### src/rf_link_status_defs.svh
// Purpose: Offsets, field positions and reset values of the RF link status block
// Assumes: Word-addressed register indices, byte address is four times the index
// Notes: Definitions only
`ifndef RF_LINK_STATUS_DEFS_SVH
`define RF_LINK_STATUS_DEFS_SVH
`define RF_LINK_STATUS_IDX 8'h1D
`define IRQ_STATUS_IDX 8'h20
`define IRQ_MASK_IDX 8'h21
`define RF_LINK_STATUS_ADR 10'h074
`define IRQ_STATUS_ADR 10'h080
`define IRQ_MASK_ADR 10'h084
`define SEQ_STATE_LSB 24
`define GEAR_LSB 20
`define LOOP_ON_BIT 19
`define CHECK_OK_BIT 18
`define OWN_FIELD_BIT 17
`define EXT_FIELD_BIT 16
`define FAULT_LSB 13
`define RX_READY_BIT 12
`define TX_BUSY_BIT 11
`define RX_BUSY_BIT 10
`define GAIN_LSB 0
`define FILTER_LEN 4
`define IRQ_BITS 4
`define IRQ_RESET 4'h0
`define FAULT_NONE 3'h0
`define CHECK_ZERO 16'h0000
`define CHECK_RESIDUE_DEFAULT 16'h1D0F
`endif

### src/rf_link_status_pkg.sv
// Purpose: Types of the RF link status block
// Assumes: Constants live in rf_link_status_defs.svh
// Notes: Sequencer states, bus request and state register
package rf_link_status_pkg;
  typedef enum logic [2:0] {
    SEQ_IDLE, SEQ_WAIT_TX, SEQ_TX, SEQ_WAIT_RX, SEQ_WAIT_DATA, SEQ_RX, SEQ_LOOPBACK, SEQ_RSVD
  } seq_state_e;
  typedef struct packed {
    logic [9:0] adr;
    logic [31:0] dat;
    logic [3:0] sel;
    logic we;
    logic cyc;
    logic stb;
  } wb_req_s;
  typedef struct packed {
    logic [1:0] ext_sync;
    logic [3:0] ext_hist;
    logic ext_filt;
    logic [3:0] irq_status;
    logic [3:0] irq_mask;
    logic [2:0] fault;
    logic [31:0] rdata;
    logic ack;
    logic prev_busy_tx;
    logic prev_busy_rx;
  } state_s;
endpackage : rf_link_status_pkg

### src/rf_link_status.sv
// Purpose: Read-only RF link status word with event interrupts over classic Wishbone
// Assumes: Front-end signals are on clk_i except the external field detector pin
// Notes: Registers at byte addresses 0x74 (status), 0x80 (irq status), 0x84 (irq mask)
`timescale 1ns/100ps
`include "rf_link_status_defs.svh"

module rf_link_status
  import rf_link_status_pkg::*;
#(
  parameter int FILTER_LEN = `FILTER_LEN,
  parameter logic [15:0] CHECK_RESIDUE = `CHECK_RESIDUE_DEFAULT
) (
  input wire logic clk_i,
  input wire logic rst_i,
  input wire logic [9:0] wb_adr_i,
  input wire logic [31:0] wb_dat_i,
  input wire logic [3:0] wb_sel_i,
  input wire logic wb_we_i,
  input wire logic wb_cyc_i,
  input wire logic wb_stb_i,
  output logic [31:0] wb_dat_o,
  output logic wb_ack_o,
  output logic irq_o,
  input wire logic [2:0] seq_state_i,
  input wire logic [3:0] power_gear_now_i,
  input wire logic field_on_i,
  input wire logic freq_valid_i,
  input wire logic loop_locked_i,
  input wire logic loop_ctrl_enable_i,
  input wire logic [15:0] check_accum_i,
  input wire logic check_inverted_i,
  input wire logic own_field_on_i,
  input wire logic external_field_pin_i,
  input wire logic active_mode_fault_event_i,
  input wire logic [2:0] active_mode_fault_code_i,
  input wire logic field_drive_request_i,
  input wire logic rx_ready_i,
  input wire logic tx_busy_i,
  input wire logic rx_busy_i,
  input wire logic [9:0] receive_gain_level_i
);

  // Refuse filter lengths the history register cannot hold
  if (FILTER_LEN < 2 || FILTER_LEN > 4) begin : g_bad_filter
    $error("FILTER_LEN must be 2 to 4");
  end

  state_s st_ff;
  state_s nxt_st;
  wb_req_s req;
  logic [31:0] status_word;
  logic [3:0] events;
  logic [3:0] wr_mask;
  logic wr_hit_stat;
  logic wr_hit_mask;

  // Bus request bundle
  assign req = '{adr: wb_adr_i, dat: wb_dat_i, sel: wb_sel_i, we: wb_we_i,
                 cyc: wb_cyc_i, stb: wb_stb_i};

  // Check result against zero or residue
  function automatic logic check_ok(input logic [15:0] acc, input logic inv,
                                    input logic [15:0] residue);
    check_ok = inv ? (acc == residue) : (acc == `CHECK_ZERO);
  endfunction : check_ok

  // Live status word assembly, pure read with no side effect
  always_comb begin
    status_word = 32'h0000_0000;
    status_word[`SEQ_STATE_LSB +: 3] = seq_state_i;
    status_word[`GEAR_LSB +: 4] = power_gear_now_i;
    status_word[`LOOP_ON_BIT] = loop_ctrl_enable_i & field_on_i & freq_valid_i
                                & loop_locked_i;
    status_word[`CHECK_OK_BIT] = check_ok(check_accum_i, check_inverted_i,
                                          CHECK_RESIDUE);
    status_word[`OWN_FIELD_BIT] = own_field_on_i;
    status_word[`EXT_FIELD_BIT] = st_ff.ext_filt;
    status_word[`FAULT_LSB +: 3] = st_ff.fault;
    status_word[`RX_READY_BIT] = rx_ready_i;
    status_word[`TX_BUSY_BIT] = tx_busy_i;
    status_word[`RX_BUSY_BIT] = rx_busy_i;
    status_word[`GAIN_LSB +: 10] = receive_gain_level_i;
  end

  // Events: fault, external field change, tx end, rx end
  assign events = {active_mode_fault_event_i,
                   st_ff.ext_filt ^ nxt_st.ext_filt,
                   st_ff.prev_busy_tx & ~tx_busy_i,
                   st_ff.prev_busy_rx & ~rx_busy_i};

  assign wr_hit_stat = req.cyc & req.stb & req.we & ~st_ff.ack & req.sel[0]
                       & (req.adr == `IRQ_STATUS_ADR);
  assign wr_hit_mask = req.cyc & req.stb & req.we & ~st_ff.ack & req.sel[0]
                       & (req.adr == `IRQ_MASK_ADR);
  assign wr_mask = wr_hit_stat ? req.dat[3:0] : 4'h0;

  // Next-state logic
  always_comb begin
    nxt_st = st_ff;
    nxt_st.ext_sync = {st_ff.ext_sync[0], external_field_pin_i};
    nxt_st.ext_hist = {st_ff.ext_hist[2:0], st_ff.ext_sync[1]};
    // Filter: switch only after FILTER_LEN equal samples
    if (&st_ff.ext_hist[FILTER_LEN-1:0]) begin
      nxt_st.ext_filt = 1'b1;
    end else if (~|st_ff.ext_hist[FILTER_LEN-1:0]) begin
      nxt_st.ext_filt = 1'b0;
    end
    nxt_st.prev_busy_tx = tx_busy_i;
    nxt_st.prev_busy_rx = rx_busy_i;
    // Fault code: drive enable clears, a new event loads it
    if (active_mode_fault_event_i) begin
      nxt_st.fault = active_mode_fault_code_i;
    end else if (field_drive_request_i) begin
      nxt_st.fault = `FAULT_NONE;
    end
    // Sticky interrupts, set wins over write-one clear
    nxt_st.irq_status = (st_ff.irq_status & ~wr_mask) | events;
    if (wr_hit_mask) begin
      nxt_st.irq_mask = req.dat[3:0];
    end
    // Single-wait Wishbone slave, ack one cycle after request
    nxt_st.ack = req.cyc & req.stb & ~st_ff.ack;
    nxt_st.rdata = 32'h0000_0000;
    if (req.cyc & req.stb & ~req.we & ~st_ff.ack) begin
      case (req.adr)
        `RF_LINK_STATUS_ADR: nxt_st.rdata = status_word;
        `IRQ_STATUS_ADR: nxt_st.rdata = {28'h0000000, st_ff.irq_status};
        `IRQ_MASK_ADR: nxt_st.rdata = {28'h0000000, st_ff.irq_mask};
        default: nxt_st.rdata = 32'h0000_0000;
      endcase
    end
  end

  // State register with synchronous reset
  always_ff @(posedge clk_i) begin
    if (rst_i) begin
      st_ff <= '{ext_sync: 2'h0, ext_hist: 4'h0, ext_filt: 1'b0,
                 irq_status: `IRQ_RESET, irq_mask: `IRQ_RESET, fault: `FAULT_NONE,
                 rdata: 32'h0000_0000, ack: 1'b0, prev_busy_tx: 1'b0,
                 prev_busy_rx: 1'b0};
    end else begin
      st_ff <= nxt_st;
    end
  end

  assign wb_dat_o = st_ff.rdata;
  assign wb_ack_o = st_ff.ack;
  assign irq_o = |(st_ff.irq_status & st_ff.irq_mask);

endmodule : rf_link_status

### config.mk
export PLATFORM = sky130hd
export DESIGN_NAME = rf_link_status
export DESIGN_NICKNAME = d
export VERILOG_FILES = /design/src/rf_link_status_pkg.sv /design/src/rf_link_status.sv
export VERILOG_INCLUDE_DIRS = /design/src
export SDC_FILE = /design/constraint.sdc
export NUM_CORES = 1
export LEC_CHECK = 0
export BUFFER_PORTS_ARGS = -buffer_cell sky130_fd_sc_hd__buf_2
export CAP_MARGIN = 25
export CORE_ASPECT_RATIO = 0.75
export CORE_MARGIN = 3
export CORE_UTILIZATION = 41
export CTS_CLUSTER_SIZE = 14
export DETAILED_ROUTE_END_ITERATION = 10
export PLACE_DENSITY = 0.76
export SYNTH_ARGS = -nofsm -noshare
export SYNTH_HDL_FRONTEND = slang
export SYNTH_SLANG_ARGS = --single-unit
### constraint.sdc
create_clock -name clk_i -period 1.5 [get_ports clk_i]
set_input_delay 0.075 -clock clk_i [delete_from_list [all_inputs] [get_ports clk_i]]
set_output_delay 0.075 -clock clk_i [all_outputs]
set_load 0.1 [all_outputs]
==> flow_summary_export.csv, run 1 <==
group,metric,value,unit
timing,finalHoldViolCount,0,
routing,wl_met3,436,um
global_route,gr-total-overflow,0,
worst_setup_path,cp_common_cell,"buf_4",
global_route,grt_pass1_wl,6910,um
clocking,numClockSinks,48,
flow_run,drv_cap,0,
floorplan,start_util,43.7,%
logic_synthesis,yosys_register_bits,48,
placed_design,portBuffers,96,
timing,skew,2.65,ps
worst_setup_path,critPathRequiredTime,1660,ps
min_path,min-delay-start,"power_gear_now_i[3]",
logic_synthesis,syn_area_per_cell,9.46,sq um
cells_and_area,final_common_cell,"buf_2",
logic_synthesis,yosysUniqueCellTypes,34,
worst_setup_path,crit_family,"simple AND/OR/NAND/NOR gates",
routing,drt-met1-wl,1940,um
routing,drc,0,
cells_and_area,fin_nets,397,
worst_setup_path,critical_path.startpoint_type,"flip-flop",
global_route,grt_use_total,15.4,%
timing,fin_crit,1450,ps
cells_and_area,n_fill_cell,411,
global_route,antenna_found_initial,0,
worst_setup_path,crit_path_top_delay_cell,"dfxtp_4",
floorplan,die_w,86.6,um
worst_setup_path,r2r_slack,50,ps
placed_design,dpl.hpwl,3400,um
timing,slew_viol_final,0,
timing,finalCritPeriodShare,96.6,%
worst_setup_path,path_cells,"nand3b_1 > buf_4 > buf_4 > nor2_1 > a311oi_1",
floorplan,coreArea,0.00457,sq mm
cells_and_area,postLayoutCellArea,0.00256,sq mm
worst_setup_path,r2r_cells,5,
placed_design,place_ws,-1.28,ps
floorplan,rows,21,
clocking,cts_made_buffers,5,
timing,setup_viol,0,
worst_setup_path,crit_type,"reg -> reg",
clocking,root_buffer,"clkbuf_8",
clocking,clkTransAtPathRegs,80,ps
cells_and_area,antennaDiodeCount,0,
worst_setup_path,critPathBufInv,2,
clocking,cts_tree,"done",
min_path,worstHoldPathType,"in -> reg",
worst_setup_path,cp_slowest_stage_delay,340,ps
routing,dr.max_layer_used,"met4",
cells_and_area,syn_to_final_growth,28.3,%
routing,wl_per_cell,12.5,um
cells_and_area,final_cell_mix,"96 x buf_2, 47 x dfxtp_1, 18 x nor2_1, 13 x buf_4, 12 x and3_1",
pwr,leakage,1.25,nW
logic_synthesis,ys_async_sr_fraction,0,%
routing,via_per_inst,4.80,
clocking,htree_levels,2,
logic_synthesis,seq_area_frac_synth,48.1,%
placed_design,gp_congestion,0.821,
min_path,hold_depth,2,
logic_synthesis,syn-cell-area,0.00200,sq mm
floorplan,ioPinCount,133,
floorplan,die-area,0.00575,sq mm
routing,postRouteAntennaNets,0,
worst_setup_path,crit_path_end_kind,"flip-flop",
pwr,power-per-cell-area,889,mW/mm^2
timing,hold_slack,11.6,ps
run_status,status,"finished, final reports clean",
logic_synthesis,synth_warnings,0,
logic_synthesis,ys.flop_type,"dfxtp_1",
clocking,clock_latency,290,ps
placed_design,placed_cell_area,0.00237,sq mm
floorplan,fp.dieH,66.4,um
cells_and_area,multi_input_area,764,sq um
logic_synthesis,synth_edf_count,0,
cells_and_area,drive_above_1_share,45.3,%
min_path,worstHoldEndpoint,"wb_dat_o[23]",
global_route,grt_max_degree,22,
worst_setup_path,timing.rr.start,"wb_ack_o",
worst_setup_path,rr_endpoint,"st_ff[43]",
timing,fmax,690,MHz
routing,wl_met2,2000,um
worst_setup_path,path_max_fanout,4,
cells_and_area,regArea,965,sq um
global_route,grt_pass1_vias,1583,
routing,drt-initial-drc-count,37,
clocking,cts_buffer_depth,2,
worst_setup_path,critical_path_arrival,1610,ps
routing,detailedRoute.firstPassIterationCount,4,
routing,vias,1704,
logic_synthesis,syn_inst,211,
pwr,peakVddDrop,0.000505,V
routing,wl,4430,um
timing,fin_ws,50.6,ps
layout make-up:
type                       instances  area share, %
clock buffer                       5           2.69
tap                               57           2.78
sequential                        48           37.6
inverter                           6          0.879
clock inverter                     2          0.488
multi-input combinational        120           29.8
timing repair buffer             117           25.7
synth_stat cells, types with 2 or more instances:
cell	number	area, sq um
and3_2	9	67.6
nand2_1	6	22.5
nand3b_1	4	30.0
clkbuf_1	6	22.5
a22oi_1	5	37.5
nor4_1	5	31.3
inv_1	6	22.5
and3_1	12	75.1
nor2_1	18	67.6
dfxtp_1	48	961
nand3_1	2	10.0
nor2b_1	7	43.8
nor3b_1	3	22.5
nor3_1	2	10.0
a21oi_1	10	50.1
clkbuf_2	2	10.0
a311oi_1	3	26.3
nand4_1	7	43.8
a21boi_0	2	15.0
o21ai_0	6	30.0
mux2_2	3	33.8
buf_4	33	248
cells by family (layout without fill, tap and decap cells):
family,Yosys count,in the layout,share of synthesized area (%)
AO/OA/AOI/OAI,31,31,10.5
flip-flops,48,48,48.1
other,1,5,0.188
AND/OR/NAND/NOR,81,81,24.4
multiplexers,3,3,1.69
buffers and inverters,47,130,15.2
what timing repair did:
item / CTS / global route
pin swaps: 0 / 0
setup buffers: 0 / 2
gates resized for setup: 1 / 2
hold endpoints to repair: 8 / 0
hold buffers: 8 / 0
endpoints found under the setup margin: 2 / 7
registers in the layout, indices dropped and copies added, names as in the netlist:
signal	count
wb_ack_o	1
nxt_st	5
wb_dat_o	27
st_ff	15
stage by stage:
step / util [%] / total power [mW] / setup TNS [ps] / std cells
after detailed placement: 51.9 / 1.56 / -1.28 / 338
after floorplan: - / 1.46 / 0 / 215
after global routing: 56.0 / 2.37 / -37.1 / 355
final: 56.0 / 2.28 / 0 / 355
after global placement: 51.9 / 1.56 / 0 / 338
after CTS: 55.6 / 2.31 / 0 / 353
power breakdown:
group / total (mW) / leakage (nW) / switching [mW] / internal, mW
Combinational: 0.261 / 0.817 / 0.147 / 0.114
Sequential: 1.30 / 0.390 / 0.00896 / 1.29
Clock: 0.720 / 0.0400 / 0.404 / 0.316
Total: 2.28 / 1.25 / 0.560 / 1.72
worst max-delay path by stage:
stage	start	end	slack (ps)	depth (start not counted)
global placement	wb_adr_i[0]	wb_dat_o[18]	40	5
CTS	wb_ack_o	st_ff[40]	40	4
global route	wb_ack_o	st_ff[39]	-20	4
detailed placement	wb_adr_i[0]	wb_dat_o[18]	-1	5
floorplan	wb_ack_o	wb_dat_o[18]	4	5
finish	wb_ack_o	st_ff[43]	50	5
layer usage:
layer | up-vias | global-route usage, %
met5 | - | 0
met4 | 0 | 4.28
met3 | 8 | 5.11
met2 | 70 | 25.9
met1 | 752 | 18.8
li1 | 874 | -
(Power assumes the default switching activity.)
==> run 2, diff against run 1 <==
- BUFFER_PORTS_ARGS: -buffer_cell sky130_fd_sc_hd__buf_2 -> -buffer_cell sky130_fd_sc_hd__buf_4
- CORE_UTILIZATION: 41 -> 37
- PLACE_DENSITY: 0.76 -> 0.72
- clock period: 1.5 -> 1.3 ns (I/O delays scaled with it)
==> run 2 against run 1 <==
Against the previous run:
- the run now ends with setup timing left
- clock skew up 4.6 ps
- cell count increased by 6.8%
- cell area increased by 17%
- worst hold slack got worse by 1.4 ps
- critical path type unchanged
- combinational power increased by 48%
- die area up 9.9%
- via count grew 2.5%
- critical path depth unchanged
==> flow_summary_export.csv, run 2 (same netlist as run 1, synthesis figures left out) <==
group,metric,value,unit
clocking,htree_levels,2,
timing,fin_ws,-71.1,ps
floorplan,die_w,90.8,um
clocking,clock_latency,300,ps
timing,setup_viol,15,
floorplan,coreArea,0.00504,sq mm
global_route,grt_pass1_wl,8060,um
routing,vias,1747,
worst_setup_path,crit_path_end_kind,"flip-flop",
floorplan,ioPinCount,133,
timing,finalCritPeriodShare,105,%
routing,drc,0,
worst_setup_path,critical_path_arrival,1550,ps
timing,slew_viol_final,0,
run_status,violations,"setup timing",
min_path,worstHoldPathType,"in -> reg",
placed_design,placed_cell_area,0.00265,sq mm
cells_and_area,drive_above_1_share,47.9,%
cells_and_area,antennaDiodeCount,0,
clocking,clkTransAtPathRegs,90,ps
timing,fmax,729,MHz
floorplan,die-area,0.00632,sq mm
worst_setup_path,crit_type,"reg -> reg",
routing,detailedRoute.firstPassIterationCount,4,
routing,via_per_inst,4.61,
floorplan,rows,22,
routing,drt-initial-drc-count,51,
worst_setup_path,critical_path.startpoint_type,"flip-flop",
run_status,status,"finished, violations left",
clocking,cts_tree,"done",
floorplan,fp.dieH,69.6,um
timing,skew,7.28,ps
global_route,grt_use_total,15.5,%
cells_and_area,final_common_cell,"buf_4",
routing,wl,4970,um
global_route,grt_max_degree,22,
cells_and_area,n_fill_cell,464,
worst_setup_path,path_max_fanout,4,
global_route,grt_pass1_vias,1697,
cells_and_area,final_cell_mix,"106 x buf_4, 47 x dfxtp_1, 15 x dlygate4sd3_1, 14 x nor2_1, 12 x and3_1",
cells_and_area,fin_nets,405,
cells_and_area,instances_no_fill,379,
placed_design,dpl.hpwl,3740,um
cells_and_area,postLayoutCellArea,0.00301,sq mm
timing,finalHoldViolCount,0,
clocking,cts_buffer_depth,2,
worst_setup_path,critPathRequiredTime,1480,ps
global_route,gr-total-overflow,0,
clocking,cts_made_buffers,5,
cells_and_area,syn_to_final_growth,50.6,%
placed_design,dp_cells,354,
placed_design,gp_congestion,0.793,
pwr,power-per-cell-area,974,mW/mm^2
timing,rsz0062_at_grt,"true",
global_route,antenna_found_initial,0,
clocking,root_buffer,"clkbuf_8",
pwr,peakVddDrop,0.000586,V
routing,wl_per_cell,13.1,um
flow_run,drv_cap,0,
placed_design,portBuffers,96,
floorplan,start_util,39.6,%
timing,fin_crit,1370,ps
placed_design,place_ws,-226,ps
cells_and_area,largest_register_ffs,27,
routing,postRouteAntennaNets,0,
clocking,numClockSinks,48,
pwr,leakage,1.37,nW
run 2: repair_timing:
action / CTS / global route
setup endpoints to repair: 28 / 35
gates resized for setup: 6 / 13
hold buffers: 15 / 0
hold endpoints to repair: 15 / 0
pin swaps: 4 / 7
buffers inserted: 1 / 2
run 2: final timing paths:
| path | from | to | slack [ps] | cells after the start |
|---|---|---|---|---|
| max | wb_ack_o | st_ff[41] | -70 | 5 |
| min | receive_gain_level_i[6] | wb_dat_o[6] | 10 | 2 |
| max reg2reg | wb_ack_o | st_ff[41] | -70 | 5 |
| min reg2reg | nxt_st[52] | nxt_st[47] | 440 | 1 |
run 2: through the flow:
stage / total power, mW / TNS [ps] / hold WS (ps) / util, %
2_1_floorplan: 1.68 / -2210 / 137 / -
3_3_place_gp: 1.86 / -4150 / 276 / 52.6
3_5_place_dp: 1.87 / -5000 / 298 / 52.6
4_1_cts: 2.95 / -745 / 0.388 / 58.5
5_1_grt: 3.06 / -1850 / 0.840 / 59.7
6_report: 2.93 / -428 / 10.2 / 59.7
run 2: cell type report:
type | count | area, sq um | area share [%]
repair buffers | 125 | 991 | 33.0
flip-flops and latches | 48 | 965 | 32.1
multi-input cells | 120 | 822 | 27.3
clock buffers | 7 | 108 | 3.58
well taps | 72 | 90.1 | 3.00
inverters | 6 | 22.5 | 0.749
clock inverters | 1 | 8.76 | 0.291
run 2: critical path: stages, from the launching register on:
cell      delay (ps)
dfxtp_4          350
nand3b_1         170
buf_4            160
or3_4            360
o21ai_2          150
a21oi_1           70
run 2: report_power, final:
part / switching [mW] / internal [mW]
clock network: 0.494 / 0.552
registers: 0.00976 / 1.49
logic: 0.183 / 0.204
total: 0.686 / 2.24
run 2: per-layer routing:
| metal | up-vias | wire (um) | track usage (%) |
|---|---|---|---|
| li1 | 895 | - | - |
| met1 | 780 | 2280 | 20.9 |
| met2 | 69 | 2270 | 24.9 |
| met3 | 3 | 398 | 4.66 |
| met4 | 0 | 25 | 2.51 |
| met5 | - | 0 | 0 |
==> run 3, diff against run 2 <==
- HOLD_SLACK_MARGIN: unset -> 0.05
==> run 3 against run 2 <==
Against the previous run:
- total power increased by 2.1%
- worst setup slack worse by 13 ps
- sequential cell count did not move
- the run still ends with setup timing left
- largest power group unchanged
- cell count up 6.6%
==> flow_summary_export.csv, run 3 (same netlist as run 1, synthesis figures left out) <==
group,metric,value,unit
clocking,clock_latency,300,ps
min_path,min-delay-start,"active_mode_fault_event_i",
pwr,peakVddDrop,0.000585,V
timing,finalHoldViolCount,0,
cells_and_area,fin_nets,430,
cells_and_area,final_cell_mix,"106 x buf_4, 47 x dfxtp_1, 40 x dlygate4sd3_1, 14 x nor2_1, 12 x and3_1",
placed_design,place_ws,-226,ps
clocking,cts_tree,"done",
min_path,worstHoldEndpoint,"st_ff[36]",
timing,fmax,723,MHz
min_path,hold_depth,3,
global_route,grt_use_total,16.6,%
routing,drc,0,
timing,setup_viol,16,
clocking,numClockSinks,48,
routing,drt-initial-drc-count,65,
worst_setup_path,rr_endpoint,"wb_dat_o[1]",
worst_setup_path,r2r_cells,6,
routing,postRouteAntennaNets,0,
timing,fin_ws,-83.6,ps
routing,wl,5470,um
timing,finalCritPeriodShare,106,%
pwr,leakage,1.47,nW
routing,vias,1862,
run_status,status,"finished, violations left",
worst_setup_path,critical_path.startpoint_type,"flip-flop",
pwr,power-per-cell-area,919,mW/mm^2
routing,detailedRoute.firstPassIterationCount,4,
timing,slew_viol_final,0,
timing,skew,6.87,ps
worst_setup_path,crit_family,"simple AND/OR/NAND/NOR gates",
clocking,htree_levels,2,
min_path,worstHoldPathType,"in -> reg",
floorplan,die_w,90.8,um
run_status,violations,"setup timing",
global_route,antenna_found_initial,0,
floorplan,coreArea,0.00504,sq mm
cells_and_area,largest_register_ffs,27,
cells_and_area,antennaDiodeCount,0,
worst_setup_path,path_cells,"nand3b_1 > buf_4 > nor3_4 > buf_6 > o2111ai_4 > nor2_1",
clocking,cts_buffer_depth,2,
global_route,gr-total-overflow,0,
placed_design,gp_congestion,0.793,
placed_design,dp_cells,354,
global_route,grt_max_degree,22,
placed_design,portBuffers,96,
global_route,grt_pass1_wl,8630,um
cells_and_area,drive_above_1_share,44.3,%
clocking,clkTransAtPathRegs,90,ps
worst_setup_path,critPathBufInv,2,
worst_setup_path,r2r_slack,-80,ps
floorplan,fp.dieH,69.6,um
cells_and_area,final_common_cell,"buf_4",
timing,fin_crit,1380,ps
timing,rsz0062_at_grt,"true",
cells_and_area,syn_to_final_growth,63.1,%
flow_run,drv_cap,0,
worst_setup_path,crit_type,"reg -> reg",
routing,via_per_inst,4.61,
clocking,root_buffer,"clkbuf_8",
worst_setup_path,crit_path_top_delay_cell,"dfxtp_4",
cells_and_area,regArea,965,sq um
floorplan,die-area,0.00632,sq mm
worst_setup_path,cp_slowest_stage_delay,350,ps
floorplan,rows,22,
floorplan,start_util,39.6,%
global_route,grt_pass1_vias,1846,
cells_and_area,multi_input_area,822,sq um
worst_setup_path,crit_path_end_kind,"flip-flop",
worst_setup_path,critPathRequiredTime,1540,ps
clocking,cts_made_buffers,5,
cells_and_area,instances_no_fill,404,
worst_setup_path,path_max_fanout,4,
worst_setup_path,critical_path_arrival,1620,ps
routing,wl_per_cell,13.5,um
cells_and_area,n_fill_cell,429,
placed_design,dpl.hpwl,3740,um
floorplan,ioPinCount,133,
worst_setup_path,timing.rr.start,"wb_ack_o",
[run 3: cell count changes in the layout (fill, tap and decap cells not counted), sizes merged]
cell,change
dlygate4sd3,+25
[run 3: how the worst max path moves through the flow]
stage	start	end	slack, ps	depth (start not counted)
floorplan	wb_ack_o	wb_dat_o[18]	-130	5
global placement	wb_adr_i[0]	wb_dat_o[6]	-180	5
detailed placement	wb_adr_i[0]	wb_dat_o[7]	-230	5
CTS	wb_ack_o	st_ff[40]	-90	5
global route	wb_ack_o	wb_dat_o[1]	-150	6
finish	wb_ack_o	wb_dat_o[1]	-80	6
[run 3: timing repair]
action,4_1_cts,5_1_grt
endpoints found under the setup margin,28,35
buffers inserted,1,2
gates resized for setup,6,13
endpoints found under the hold margin,33,0
pin swaps,4,8
hold buffers,40,0
[run 3: layout make-up]
type / instances / share of cell area (%)
clock buffer: 7 / 3.30
inverter: 6 / 0.692
tap: 72 / 2.77
multi-input combinational: 120 / 25.2
timing repair buffer: 150 / 38.1
clock inverter: 1 / 0.269
sequential: 48 / 29.6
[run 3: power breakdown]
group / switching [mW] / internal (mW)
Sequential: 0.0101 / 1.49
Combinational: 0.197 / 0.252
Clock: 0.494 / 0.552
Total: 0.701 / 2.29
[run 3: worst register-to-register path: stages, from the launching register on]
cell and delay (ps):
dfxtp_4 350, nand3b_1 170, buf_4 160, nor3_4 220, buf_6 160, o2111ai_4 160
nor2_1 120
[run 3: metal layers]
layer	share of wire, %	GRT usage (%)	routed length (um)	up-vias
met5	0	0	0	-
met4	0.97	3.68	53	0
met3	7.4	4.66	406	5
met2	47	27.8	2600	77
met1	44	21.3	2410	837
li1	-	-	-	943
[run 3: per-stage QoR]
stage / area [sq um] / TNS, ps / util, % / hold slack (ps) / power [mW]
detailed placement: 2650 / -5000 / 52.6 / 298 / 1.87
CTS: 3200 / -745 / 63.5 / 57.7 / 3.01
finish: 3260 / -594 / 64.7 / 68.5 / 2.99
global route: 3260 / -2190 / 64.7 / 65.3 / 3.12
floorplan: 2030 / -2210 / - / 137 / 1.68
global placement: 2650 / -4150 / 52.6 / 276 / 1.86
